$ cat src/rtl/sdbt_consts.vh
// Offsets, field positions, reset values and command codes of the split dual-byte timer
`ifndef SDBT_CONSTS_VH
`define SDBT_CONSTS_VH
`define SDBT_IDX_CTRL 8'h00
`define SDBT_IDX_CMPEN 8'h01
`define SDBT_IDX_OVAL 8'h02
`define SDBT_IDX_SPLIT 8'h03
`define SDBT_IDX_CMDCLR 8'h04
`define SDBT_IDX_CMDSET 8'h05
`define SDBT_IDX_INTEN 8'h0A
`define SDBT_IDX_FLAGS 8'h0B
`define SDBT_IDX_DBG 8'h0E
`define SDBT_IDX_LOW_BYTE_COUNTER 8'h20
`define SDBT_IDX_HIGH_BYTE_COUNTER 8'h21
`define SDBT_IDX_LTOP 8'h26
`define SDBT_IDX_HTOP 8'h27
`define SDBT_IDX_LCMP0 8'h28
`define SDBT_IDX_HCMP2 8'h2D
`define SDBT_ENABLE_BIT 0
`define SDBT_DIVSEL_MSB 3
`define SDBT_DIVSEL_LSB 1
`define SDBT_CMD_MSB 3
`define SDBT_CMD_LSB 2
`define SDBT_CMD_UPDATE 2'h1
`define SDBT_CMD_RESTART 2'h2
`define SDBT_CMD_RESET 2'h3
`define SDBT_FLAG_LOW_UNDERFLOW 0
`define SDBT_FLAG_HIGH_UNDERFLOW 1
`define SDBT_FLAG_LCMP0 4
`define SDBT_FLAGS_MASK 8'h73
`define SDBT_CH_MASK 8'h77
`define SDBT_TOP_RESET 8'hFF
`define SDBT_ZERO8 8'h00
`define SDBT_CMDSTAT_MASK 8'hF3
`endif

$ cat src/rtl/sdbt_timer.v
// Split-mode dual 8-bit down-counting timer with APB register bank
//
// How it works
// CTRL bits 3:1 pick divide 1..1024
// CTRL bit 0 enables counting
// Channel enable drives waveform pin from compare
// Idle level bits set pins while disabled
// Split bit selects two 8-bit timers
// Clear port write-one clears status bits
// Set port write-one sets status bits
// Both command ports read same status
// Command field: update, restart, reset-if-disabled
// Command field always reads zero
// Enable bits 6:4 gate low compare interrupts
// Enable bit 1 gates high underflow
// Enable bit 0 gates low underflow
// Low compare match sets sticky flag
// High underflow sets sticky flag
// Low underflow sets sticky flag
// Debug halt stops timer unless run bit
// Low counter write beats counting
// Period registers hold TOP, reset all ones
// Compares run continuously against counters
// High counter write beats counting
// Both count down per tick, reload at BOTTOM
// Restart clears counters; update applies immediately
//
// The APB interface to the registers was chosen for this implementation.
`include "sdbt_consts.vh"

module sdbt_timer (
  input wire pclk,
  input wire presetn,
  input wire psel,
  input wire penable,
  input wire pwrite,
  input wire [31:0] paddr,
  input wire [31:0] pwdata,
  output reg [31:0] prdata,
  output reg pready,
  output reg pslverr,
  input wire debug_halt,
  output reg [5:0] waveform_pin,
  output reg irq
);

  ////////////////////////////////////////////////////////////////////////////
  // Register state
  reg [7:0] ctrl_q;
  reg [7:0] cmpen_q;
  reg [7:0] oval_q;
  reg [7:0] split_q;
  reg [7:0] cmdstat_q;
  reg [7:0] inten_q;
  reg [7:0] flags_q;
  reg [7:0] dbg_q;
  reg [7:0] low_byte_counter_q;
  reg [7:0] high_byte_counter_q;
  reg [7:0] ltop_q;
  reg [7:0] htop_q;
  reg [7:0] cmp_q [0:5];
  reg [9:0] pre_q;
  reg [7:0] low_byte_counter_d;
  reg [7:0] high_byte_counter_d;
  reg [7:0] flags_d;
  wire [5:0] wave_d;

  // Word index match: each register owns one aligned word
  function sel_hit;
    input [31:0] a;
    input [7:0] idx;
    begin
      sel_hit = (a[31:2] == {22'h000000, idx});
    end
  endfunction

  wire acc = psel & penable;
  wire wr = acc & pwrite;
  // A debug halt clears the prescaler and freezes both counters
  // unless the run-while-halted bit is set
  wire running = ctrl_q[`SDBT_ENABLE_BIT] & (dbg_q[0] | ~debug_halt);
  wire [2:0] div_sel = ctrl_q[`SDBT_DIVSEL_MSB:`SDBT_DIVSEL_LSB];
  wire [1:0] cmd_w = pwdata[`SDBT_CMD_MSB:`SDBT_CMD_LSB];
  wire cmd_wr = wr & (sel_hit(paddr, `SDBT_IDX_CMDCLR) | sel_hit(paddr, `SDBT_IDX_CMDSET));
  wire do_restart = cmd_wr & (cmd_w == `SDBT_CMD_RESTART);
  wire do_reset = cmd_wr & (cmd_w == `SDBT_CMD_RESET) & ~ctrl_q[`SDBT_ENABLE_BIT];
  wire do_update = cmd_wr & (cmd_w == `SDBT_CMD_UPDATE);
  wire low_byte_counter_wr = wr & sel_hit(paddr, `SDBT_IDX_LOW_BYTE_COUNTER);
  wire high_byte_counter_wr = wr & sel_hit(paddr, `SDBT_IDX_HIGH_BYTE_COUNTER);

  // Register decode shared by the write path
  wire hit_ctrl = sel_hit(paddr, `SDBT_IDX_CTRL);
  wire hit_cmpen = sel_hit(paddr, `SDBT_IDX_CMPEN);
  wire hit_oval = sel_hit(paddr, `SDBT_IDX_OVAL);
  wire hit_split = sel_hit(paddr, `SDBT_IDX_SPLIT);
  wire hit_cmdclr = sel_hit(paddr, `SDBT_IDX_CMDCLR);
  wire hit_cmdset = sel_hit(paddr, `SDBT_IDX_CMDSET);
  wire hit_inten = sel_hit(paddr, `SDBT_IDX_INTEN);
  wire hit_flags = sel_hit(paddr, `SDBT_IDX_FLAGS);
  wire hit_dbg = sel_hit(paddr, `SDBT_IDX_DBG);
  wire hit_ltop = sel_hit(paddr, `SDBT_IDX_LTOP);
  wire hit_htop = sel_hit(paddr, `SDBT_IDX_HTOP);
  wire hit_cmp = (paddr[31:2] >= {22'h000000, `SDBT_IDX_LCMP0}) &&
                 (paddr[31:2] <= {22'h000000, `SDBT_IDX_HCMP2});
  wire [2:0] cmp_idx = paddr[4:2];

  ////////////////////////////////////////////////////////////////////////////
  // Prescaler tick
  reg tick;
  always @* begin
    case (div_sel)
      3'h0: tick = 1'b1;
      3'h1: tick = (pre_q[0] == 1'b1);
      3'h2: tick = (pre_q[1:0] == 2'h3);
      3'h3: tick = (pre_q[2:0] == 3'h7);
      3'h4: tick = (pre_q[3:0] == 4'hF);
      3'h5: tick = (pre_q[5:0] == 6'h3F);
      3'h6: tick = (pre_q[7:0] == 8'hFF);
      default: tick = (pre_q == 10'h3FF);
    endcase
  end

  // Prescale count restarts whenever the timer stops, so the first
  // tick after enable comes one full divide period later
  always @(posedge pclk or negedge presetn) begin
    if (!presetn) begin
      pre_q <= 10'h000;
    end else if (!running || do_restart) begin
      pre_q <= 10'h000;
    end else begin
      pre_q <= pre_q + 10'h001;
    end
  end

  ////////////////////////////////////////////////////////////////////////////
  // Counters, compares, flags, waveforms
  wire step = running & tick & split_q[0];
  wire low_underflow = step & (low_byte_counter_q == `SDBT_ZERO8);
  wire high_underflow = step & (high_byte_counter_q == `SDBT_ZERO8);

  // Per-channel compare match and waveform level
  wire [2:0] low_hit;
  genvar ch;
  generate
    for (ch = 0; ch < 3; ch = ch + 1) begin : g_ch
      wire [7:0] low_cmp = cmp_q[2 * ch];
      wire [7:0] high_cmp = cmp_q[2 * ch + 1];
      assign low_hit[ch] = (low_byte_counter_q == low_cmp);
      assign wave_d[ch] = ctrl_q[`SDBT_ENABLE_BIT] ?
        (cmpen_q[ch] & (low_byte_counter_q <= low_cmp)) : oval_q[ch];
      assign wave_d[ch + 3] = ctrl_q[`SDBT_ENABLE_BIT] ?
        (cmpen_q[ch + 4] & (high_byte_counter_q <= high_cmp)) : oval_q[ch + 4];
    end
  endgenerate

  // Low-byte counter next value; a bus write has the last word
  always @* begin
    low_byte_counter_d = low_byte_counter_q;
    if (do_restart || do_reset) begin
      low_byte_counter_d = `SDBT_ZERO8;
    end else if (step || do_update) begin
      low_byte_counter_d = (low_byte_counter_q == `SDBT_ZERO8) ? ltop_q : low_byte_counter_q - 8'h01;
    end
    if (low_byte_counter_wr) begin
      low_byte_counter_d = pwdata[7:0];
    end
  end

  // High-byte counter next value
  always @* begin
    high_byte_counter_d = high_byte_counter_q;
    if (do_restart || do_reset) begin
      high_byte_counter_d = `SDBT_ZERO8;
    end else if (step || do_update) begin
      high_byte_counter_d = (high_byte_counter_q == `SDBT_ZERO8) ? htop_q : high_byte_counter_q - 8'h01;
    end
    if (high_byte_counter_wr) begin
      high_byte_counter_d = pwdata[7:0];
    end
  end

  // Flags: a hardware set wins over a write-one clear in one cycle
  always @* begin
    flags_d = flags_q;
    if (wr && hit_flags) begin
      flags_d = flags_q & ~(pwdata[7:0] & `SDBT_FLAGS_MASK);
    end
    if (low_underflow) begin
      flags_d[`SDBT_FLAG_LOW_UNDERFLOW] = 1'b1;
    end
    if (high_underflow) begin
      flags_d[`SDBT_FLAG_HIGH_UNDERFLOW] = 1'b1;
    end
    if (ctrl_q[`SDBT_ENABLE_BIT]) begin
      flags_d[`SDBT_FLAG_LCMP0 +: 3] = flags_d[`SDBT_FLAG_LCMP0 +: 3] | low_hit;
    end
  end

  // Counter flops
  always @(posedge pclk or negedge presetn) begin
    if (!presetn) begin
      low_byte_counter_q <= `SDBT_ZERO8;
      high_byte_counter_q <= `SDBT_ZERO8;
    end else begin
      low_byte_counter_q <= low_byte_counter_d;
      high_byte_counter_q <= high_byte_counter_d;
    end
  end

  // Sticky flags
  always @(posedge pclk or negedge presetn) begin
    if (!presetn) begin
      flags_q <= `SDBT_ZERO8;
    end else begin
      flags_q <= flags_d;
    end
  end

  // Waveform pins come straight from a flop
  always @(posedge pclk or negedge presetn) begin
    if (!presetn) begin
      waveform_pin <= 6'h00;
    end else begin
      waveform_pin <= wave_d;
    end
  end

  // Interrupt request: any flag whose enable is set
  always @(posedge pclk or negedge presetn) begin
    if (!presetn) begin
      irq <= 1'b0;
    end else begin
      irq <= |(flags_d & inten_q & `SDBT_FLAGS_MASK);
    end
  end

  ////////////////////////////////////////////////////////////////////////////
  // APB writes: each register has its own flop group
  always @(posedge pclk or negedge presetn) begin
    if (!presetn) begin
      ctrl_q <= `SDBT_ZERO8;
    end else if (wr && hit_ctrl) begin
      ctrl_q <= pwdata[7:0] & 8'h0F;
    end
  end

  always @(posedge pclk or negedge presetn) begin
    if (!presetn) begin
      cmpen_q <= `SDBT_ZERO8;
    end else if (wr && hit_cmpen) begin
      cmpen_q <= pwdata[7:0] & `SDBT_CH_MASK;
    end
  end

  always @(posedge pclk or negedge presetn) begin
    if (!presetn) begin
      oval_q <= `SDBT_ZERO8;
    end else if (wr && hit_oval) begin
      oval_q <= pwdata[7:0] & `SDBT_CH_MASK;
    end
  end

  always @(posedge pclk or negedge presetn) begin
    if (!presetn) begin
      split_q <= `SDBT_ZERO8;
    end else if (wr && hit_split) begin
      split_q <= pwdata[7:0] & 8'h01;
    end
  end

  always @(posedge pclk or negedge presetn) begin
    if (!presetn) begin
      cmdstat_q <= `SDBT_ZERO8;
    end else if (wr && hit_cmdclr) begin
      cmdstat_q <= cmdstat_q & ~(pwdata[7:0] & `SDBT_CMDSTAT_MASK);
    end else if (wr && hit_cmdset) begin
      cmdstat_q <= cmdstat_q | (pwdata[7:0] & `SDBT_CMDSTAT_MASK);
    end
  end

  always @(posedge pclk or negedge presetn) begin
    if (!presetn) begin
      inten_q <= `SDBT_ZERO8;
    end else if (wr && hit_inten) begin
      inten_q <= pwdata[7:0] & `SDBT_FLAGS_MASK;
    end
  end

  always @(posedge pclk or negedge presetn) begin
    if (!presetn) begin
      dbg_q <= `SDBT_ZERO8;
    end else if (wr && hit_dbg) begin
      dbg_q <= pwdata[7:0] & 8'h01;
    end
  end

  always @(posedge pclk or negedge presetn) begin
    if (!presetn) begin
      ltop_q <= `SDBT_TOP_RESET;
    end else if (wr && hit_ltop) begin
      ltop_q <= pwdata[7:0];
    end
  end

  always @(posedge pclk or negedge presetn) begin
    if (!presetn) begin
      htop_q <= `SDBT_TOP_RESET;
    end else if (wr && hit_htop) begin
      htop_q <= pwdata[7:0];
    end
  end

  // Compare values, one flop word per channel and byte
  integer i;
  always @(posedge pclk or negedge presetn) begin
    if (!presetn) begin
      for (i = 0; i < 6; i = i + 1) begin
        cmp_q[i] <= `SDBT_ZERO8;
      end
    end else if (wr && hit_cmp) begin
      cmp_q[cmp_idx] <= pwdata[7:0];
    end
  end

  ////////////////////////////////////////////////////////////////////////////
  // APB reads, answered in the access cycle
  reg [7:0] rd_d;
  reg err_d;
  always @* begin
    rd_d = `SDBT_ZERO8;
    err_d = 1'b0;
    if (sel_hit(paddr, `SDBT_IDX_CTRL)) begin
      rd_d = ctrl_q;
    end else if (sel_hit(paddr, `SDBT_IDX_CMPEN)) begin
      rd_d = cmpen_q;
    end else if (sel_hit(paddr, `SDBT_IDX_OVAL)) begin
      rd_d = oval_q;
    end else if (sel_hit(paddr, `SDBT_IDX_SPLIT)) begin
      rd_d = split_q;
    end else if (sel_hit(paddr, `SDBT_IDX_CMDCLR) || sel_hit(paddr, `SDBT_IDX_CMDSET)) begin
      rd_d = cmdstat_q;
    end else if (sel_hit(paddr, `SDBT_IDX_INTEN)) begin
      rd_d = inten_q;
    end else if (sel_hit(paddr, `SDBT_IDX_FLAGS)) begin
      rd_d = flags_q;
    end else if (sel_hit(paddr, `SDBT_IDX_DBG)) begin
      rd_d = dbg_q;
    end else if (sel_hit(paddr, `SDBT_IDX_LOW_BYTE_COUNTER)) begin
      rd_d = low_byte_counter_q;
    end else if (sel_hit(paddr, `SDBT_IDX_HIGH_BYTE_COUNTER)) begin
      rd_d = high_byte_counter_q;
    end else if (sel_hit(paddr, `SDBT_IDX_LTOP)) begin
      rd_d = ltop_q;
    end else if (sel_hit(paddr, `SDBT_IDX_HTOP)) begin
      rd_d = htop_q;
    end else if (paddr[31:2] >= {22'h000000, `SDBT_IDX_LCMP0} &&
                 paddr[31:2] <= {22'h000000, `SDBT_IDX_HCMP2}) begin
      rd_d = cmp_q[paddr[4:2]];
    end else begin
      // Unmapped words answer with an error and read as zero
      err_d = 1'b1;
    end
  end

  // Answer in the first access cycle: pready rises registered
  always @(posedge pclk or negedge presetn) begin
    if (!presetn) begin
      pready <= 1'b0;
      prdata <= 32'h00000000;
      pslverr <= 1'b0;
    end else begin
      pready <= psel & ~penable;
      pslverr <= psel & ~penable & err_d;
      prdata <= (psel & ~penable & ~pwrite) ? {24'h000000, rd_d} : 32'h00000000;
    end
  end

endmodule

$ cat config.mk
export PLATFORM = sky130hd
export DESIGN_NAME = sdbt_timer
export DESIGN_NICKNAME = d
export VERILOG_FILES = /design/src/rtl/sdbt_timer.v
export VERILOG_INCLUDE_DIRS = /design/src /design/src/rtl
export SDC_FILE = /design/constraint.sdc
export NUM_CORES = 1
export LEC_CHECK = 0
export ABC_CLOCK_PERIOD_IN_PS = 3200
export BUFFER_PORTS_ARGS = -buffer_cell sky130_fd_sc_hd__buf_2
export CAP_MARGIN = 10
export CORE_ASPECT_RATIO = 0.7
export CORE_UTILIZATION = 59
export CTS_CLUSTER_SIZE = 40
export DETAILED_ROUTE_END_ITERATION = 8
export GPL_ROUTABILITY_DRIVEN = 0
export MAX_ROUTING_LAYER = met4
export PLACE_DENSITY = 0.81
export SLEW_MARGIN = 20
export SYNTH_ARGS = -nofsm -noshare
export SYNTH_HDL_FRONTEND = slang
export SYNTH_SLANG_ARGS = --single-unit
$ cat constraint.sdc
create_clock -name pclk -period 3.2 [get_ports pclk]
set_clock_uncertainty 0.15 [all_clocks]
set_input_delay 0.16 -clock pclk [delete_from_list [all_inputs] [get_ports pclk]]
set_output_delay 0.16 -clock pclk [all_outputs]
set_load 0.005 [all_outputs]
==> impl_summary.txt <==
----------------------------------------------------
[Setup path]
  Arrival time of data at the critical path endpoint ... 3.11 ns
  Type of destination of the critical path ... register
  Slowest cell delay on critical path ... 0.51 ns
  Startpoint types ... register
  Worst Path Max Fanout ... 12
  Total buffers and inverters traversed by the critical path ... 1
  Slowest library cell on the worst path ... sky130_fd_sc_hd__a2111oi_1
  Cell-by-cell listing of the critical path ... ha_1, nand3_1, a2111oi_1, o211ai_1, nand2_1, buf_4, a21oi_1, o31ai_1
  CP Class ... register to register
  Cell type group with the largest total delay on the critical path ... compound AO/OA/AOI/OAI gates
  Worst Path Required ... 3.39 ns

[Global routing]
  Global-route congestion overflow total ... 0
  Antenna violations before repair ... 0
  Pin count of the biggest net entering global routing ... 60
  Number of global-route vias before repair ... 7,812
  First-pass GRT wire length ... 43.4 mm
  Global routing usage summed across all routing layers ... 37.4%

[Timing]
  Worst slew pin tran ... 0.775 ns
  Final setup violation count ... 0
  Count of endpoints failing hold in the final timing report ... 0
  Highest achievable clock rate ... 342 MHz
  Fin Setup TNS ... 0 ns
  Number of pins with negative max-slew slack in the final report ... 0
  Fraction of the cycle the final worst path needs ... 91.4%
  RSZ-0062 raised after global routing ... false
  Post-route worst setup slack ... 0.277 ns
  Relative slew margins ... 48.2%
  Min Clock Period, post-route ... 2.92 ns

[Cells and area]
  Number of diodes added for antenna fixing ... 0
  Commonest non-fill, non-tap cells in the layout ... sky130_fd_sc_hd__dfrtp_1 (125), sky130_fd_sc_hd__nand2_1 (94), sky130_fd_sc_hd__mux2_2 (75), sky130_fd_sc_hd__inv_1 (71), sky130_fd_sc_hd__o21ai_0 (64)
  Final Instance Area ... 10,400 sq um
  Count of nets after finishing ... 1,157
  Layout cell share with drive strength beyond 1 ... 25.7%
  Most common library cell in the layout ignoring fill and taps ... sky130_fd_sc_hd__dfrtp_1
  Finished Layout Cells ... 1,241
  Area growth, synth to finish ... 12.4%

[Pwr]
  Power after layout ... 5.57 mW
  Cell area power density ... 537 nW/um^2
  Leakage power total ... 4.70 nW
  Worst ir drop on vdd ... 0.361 mV

[Outcome]
  Result of the run ... complete, no violations

[CTS]
  Max clock buf depth ... 2
  Root buffer cell ... sky130_fd_sc_hd__clkbuf_16
  Worst-skew pair later-pin latency ... 0.43 ns
  TritonCTS clock tree ... done
  H-tree Lvls ... 4
  Count of buffers added by post-CTS timing repair for setup ... 0
  Clock slew at the register clock pins of the worst setup and hold paths ... 0.07 ns
  Num CTS Buffers ... 17
  Sink Count ... 141

[Routing]
  Overall via count from detail_route ... 8,182
  Wire length after detailed routing ... 28.1 mm
  Number of vias per cell after detailed routing ... 6.59
  Drt pass-1 iters ... 7
  Drt initial violations ... 1,214
  DRC violations left ... 0
  Routed len/inst ... 22.6 um
  Number of nets still failing antenna checks after routing ... 0

[Placed design]
  Number of placed cells counting well taps ... 1,206
  Setup WS pre-CTS ... 0.241 ns
  I/O Buffers ... 60
  Dpl cell area ... 9780 sq um
  HPWL reported at the end of detailed placement ... 20.1 mm

[Synthesis]
  Post-Syn Area ... 9220 sq um
  Library cell occupying the most area in the post-synthesis netlist ... sky130_fd_sc_hd__dfrtp_1
  #FFs+latches synth ... 141
  Portion of synthesized cell area occupied by the leading cell type ... 33.9%
  Gate Count Post-Synth ... 954
  Leading cell types by total area after synthesis ... sky130_fd_sc_hd__dfrtp_1 (34%), sky130_fd_sc_hd__mux2_2 (9.2%), sky130_fd_sc_hd__ha_1 (7.3%)
  Number of flops mapped to enable cells by yosys ... 0
  Synth cell types ... 85
  Post-synthesis async set-or-reset flop share ... 100%
  Most common flop cell mapped by yosys ... sky130_fd_sc_hd__dfrtp_1
  Ys Warns ... 0
  Average cell area after synthesis ... 9.66 sq um
  Sequential-to-total area share from yosys stat ... 38.5%

[Die]
  DIE WIDTH ... 151 um
  Initial standard-cell utilization of the core ... 61.7%
  Top Ports ... 111
  Overall die height ... 107 um
  Area inside the core boundary ... 15,000 sq um
  Number of cell rows ... 37
  Die area ... 16,100 sq um

[Min path]
  Worst min path class ... input pin to register

[Flow run]
  Reported max-cap violation count ... 0

----------------------------------------------------
-- metrics by stage --
stage          utilization [%]  hold WS, ns
2_1_floorplan                -       -0.286
3_3_place_gp              65.4       0.0190
6_report                  69.3       0.0288
4_1_cts                   69.3      0.00632
5_1_grt                   69.3       0.0508
3_5_place_dp              65.4       0.0207
-- worst paths after layout --
| path | startpoint | endpoint | slack, ns | depth (start not counted) |
|---|---|---|---|---|
| max | pre_q[0]$_DFF_PN0_ | high_byte_counter_q[6]$_DFFE_PN0P_ | 0.28 | 8 |
| min | pwdata[4] | high_byte_counter_q[4]$_DFFE_PN0P_ | 0.03 | 3 |
| max reg2reg | pre_q[0]$_DFF_PN0_ | high_byte_counter_q[6]$_DFFE_PN0P_ | 0.28 | 8 |
| min reg2reg | register | register | 0.34 | 2 |
| max in group asynchronous | presetn | cmpen_q[0]$_DFFE_PN0P_ | 1.97 | 3 |
| min in group asynchronous | presetn | g_ch[0].high_cmp[4]$_DFFE_PN0P_ | 0.11 | 2 |
-- Yosys cell counts (11+ instances only) --
cell type and instances:
sky130_fd_sc_hd__a21oi_1 41, sky130_fd_sc_hd__buf_4 25, sky130_fd_sc_hd__clkbuf_1 30, sky130_fd_sc_hd__dfrtp_1 125, sky130_fd_sc_hd__dfstp_2 16, sky130_fd_sc_hd__ha_1 54, sky130_fd_sc_hd__inv_1 71, sky130_fd_sc_hd__mux2_2 75
sky130_fd_sc_hd__mux2i_1 11, sky130_fd_sc_hd__nand2_1 94, sky130_fd_sc_hd__nand2b_1 13, sky130_fd_sc_hd__nand3_1 19, sky130_fd_sc_hd__nand4_1 11, sky130_fd_sc_hd__nor2_1 58, sky130_fd_sc_hd__nor2b_1 15, sky130_fd_sc_hd__nor3_1 21
sky130_fd_sc_hd__o21a_1 14, sky130_fd_sc_hd__o21ai_0 64
-- report_power, final --
part	switching, mW	internal (mW)	leakage, nW	total [mW]
logic	0.820	0.652	2.63	1.47
clock network	0.868	1.01	0.256	1.88
registers	0.327	1.89	1.81	2.22
-- layout make-up --
cell class / instances / area (sq um)
Sequential cell: 141 / 3550
Inverter: 73 / 274
Clock inverter: 15 / 128
Timing Repair Buffer: 102 / 654
Tap cell: 195 / 244
Fill cell: 1114 / 4590
Clock buffer: 17 / 425
Multi-Input combinational cell: 698 / 5090
-- cell families (layout without fill, tap and decap cells) --
family                   Yosys count  count (layout)  share of synthesized area (%)
AO/OA/AOI/OAI                    217             217                           15.3
XOR/XNOR                           8               8                          0.760
adder cells (fa/ha/maj)           54              54                           7.33
buffers and inverters            138             207                           7.30
flip-flops                       141             141                           38.5
multiplexers                     102             102                           13.6
other                              1              24                         0.0407
AND/OR/NAND/NOR                  293             293                           17.2
-- state kept, by name, indices dropped and copies added, names as in the netlist, named ones only --
signal and cells:
low_byte_counter_q 8, split_q 1, pslverr 1, ltop_q 8, prdata 8, cmpen_q 6
pre_q 10, flags_q 5, ctrl_q 4, dbg_q 1, htop_q 8, g_ch.low_cmp 24
waveform_pin 6, oval_q 6, high_byte_counter_q 8, g_ch.high_cmp 24, pready 1, irq 1
inten_q 5
-- routing by layer --
| metal | up-vias | share of wire [%] | GRT usage [%] |
|---|---|---|---|
| li1 | 3567 | - | - |
| met1 | 3825 | 40 | 49.6 |
| met2 | 652 | 40 | 50.6 |
| met3 | 138 | 15 | 15.1 |
| met4 | 0 | 4.2 | 14.7 |
| met5 | - | 0 | - |
-- worst min-delay path, stage by stage --
cell and delay, ns:
sky130_fd_sc_hd__buf_2 0.24, sky130_fd_sc_hd__nand2_1 0.10, sky130_fd_sc_hd__o21ai_0 0.06
-- timing repair --
action | 4_1_cts | 5_1_grt
setup endpoints to repair | 0 | 5
hold buffers | 3 | 0
resized for setup | 0 | 1
endpoints found under the hold margin | 59 | 0
No activity file was read; power rests on OpenSTA's default activity.
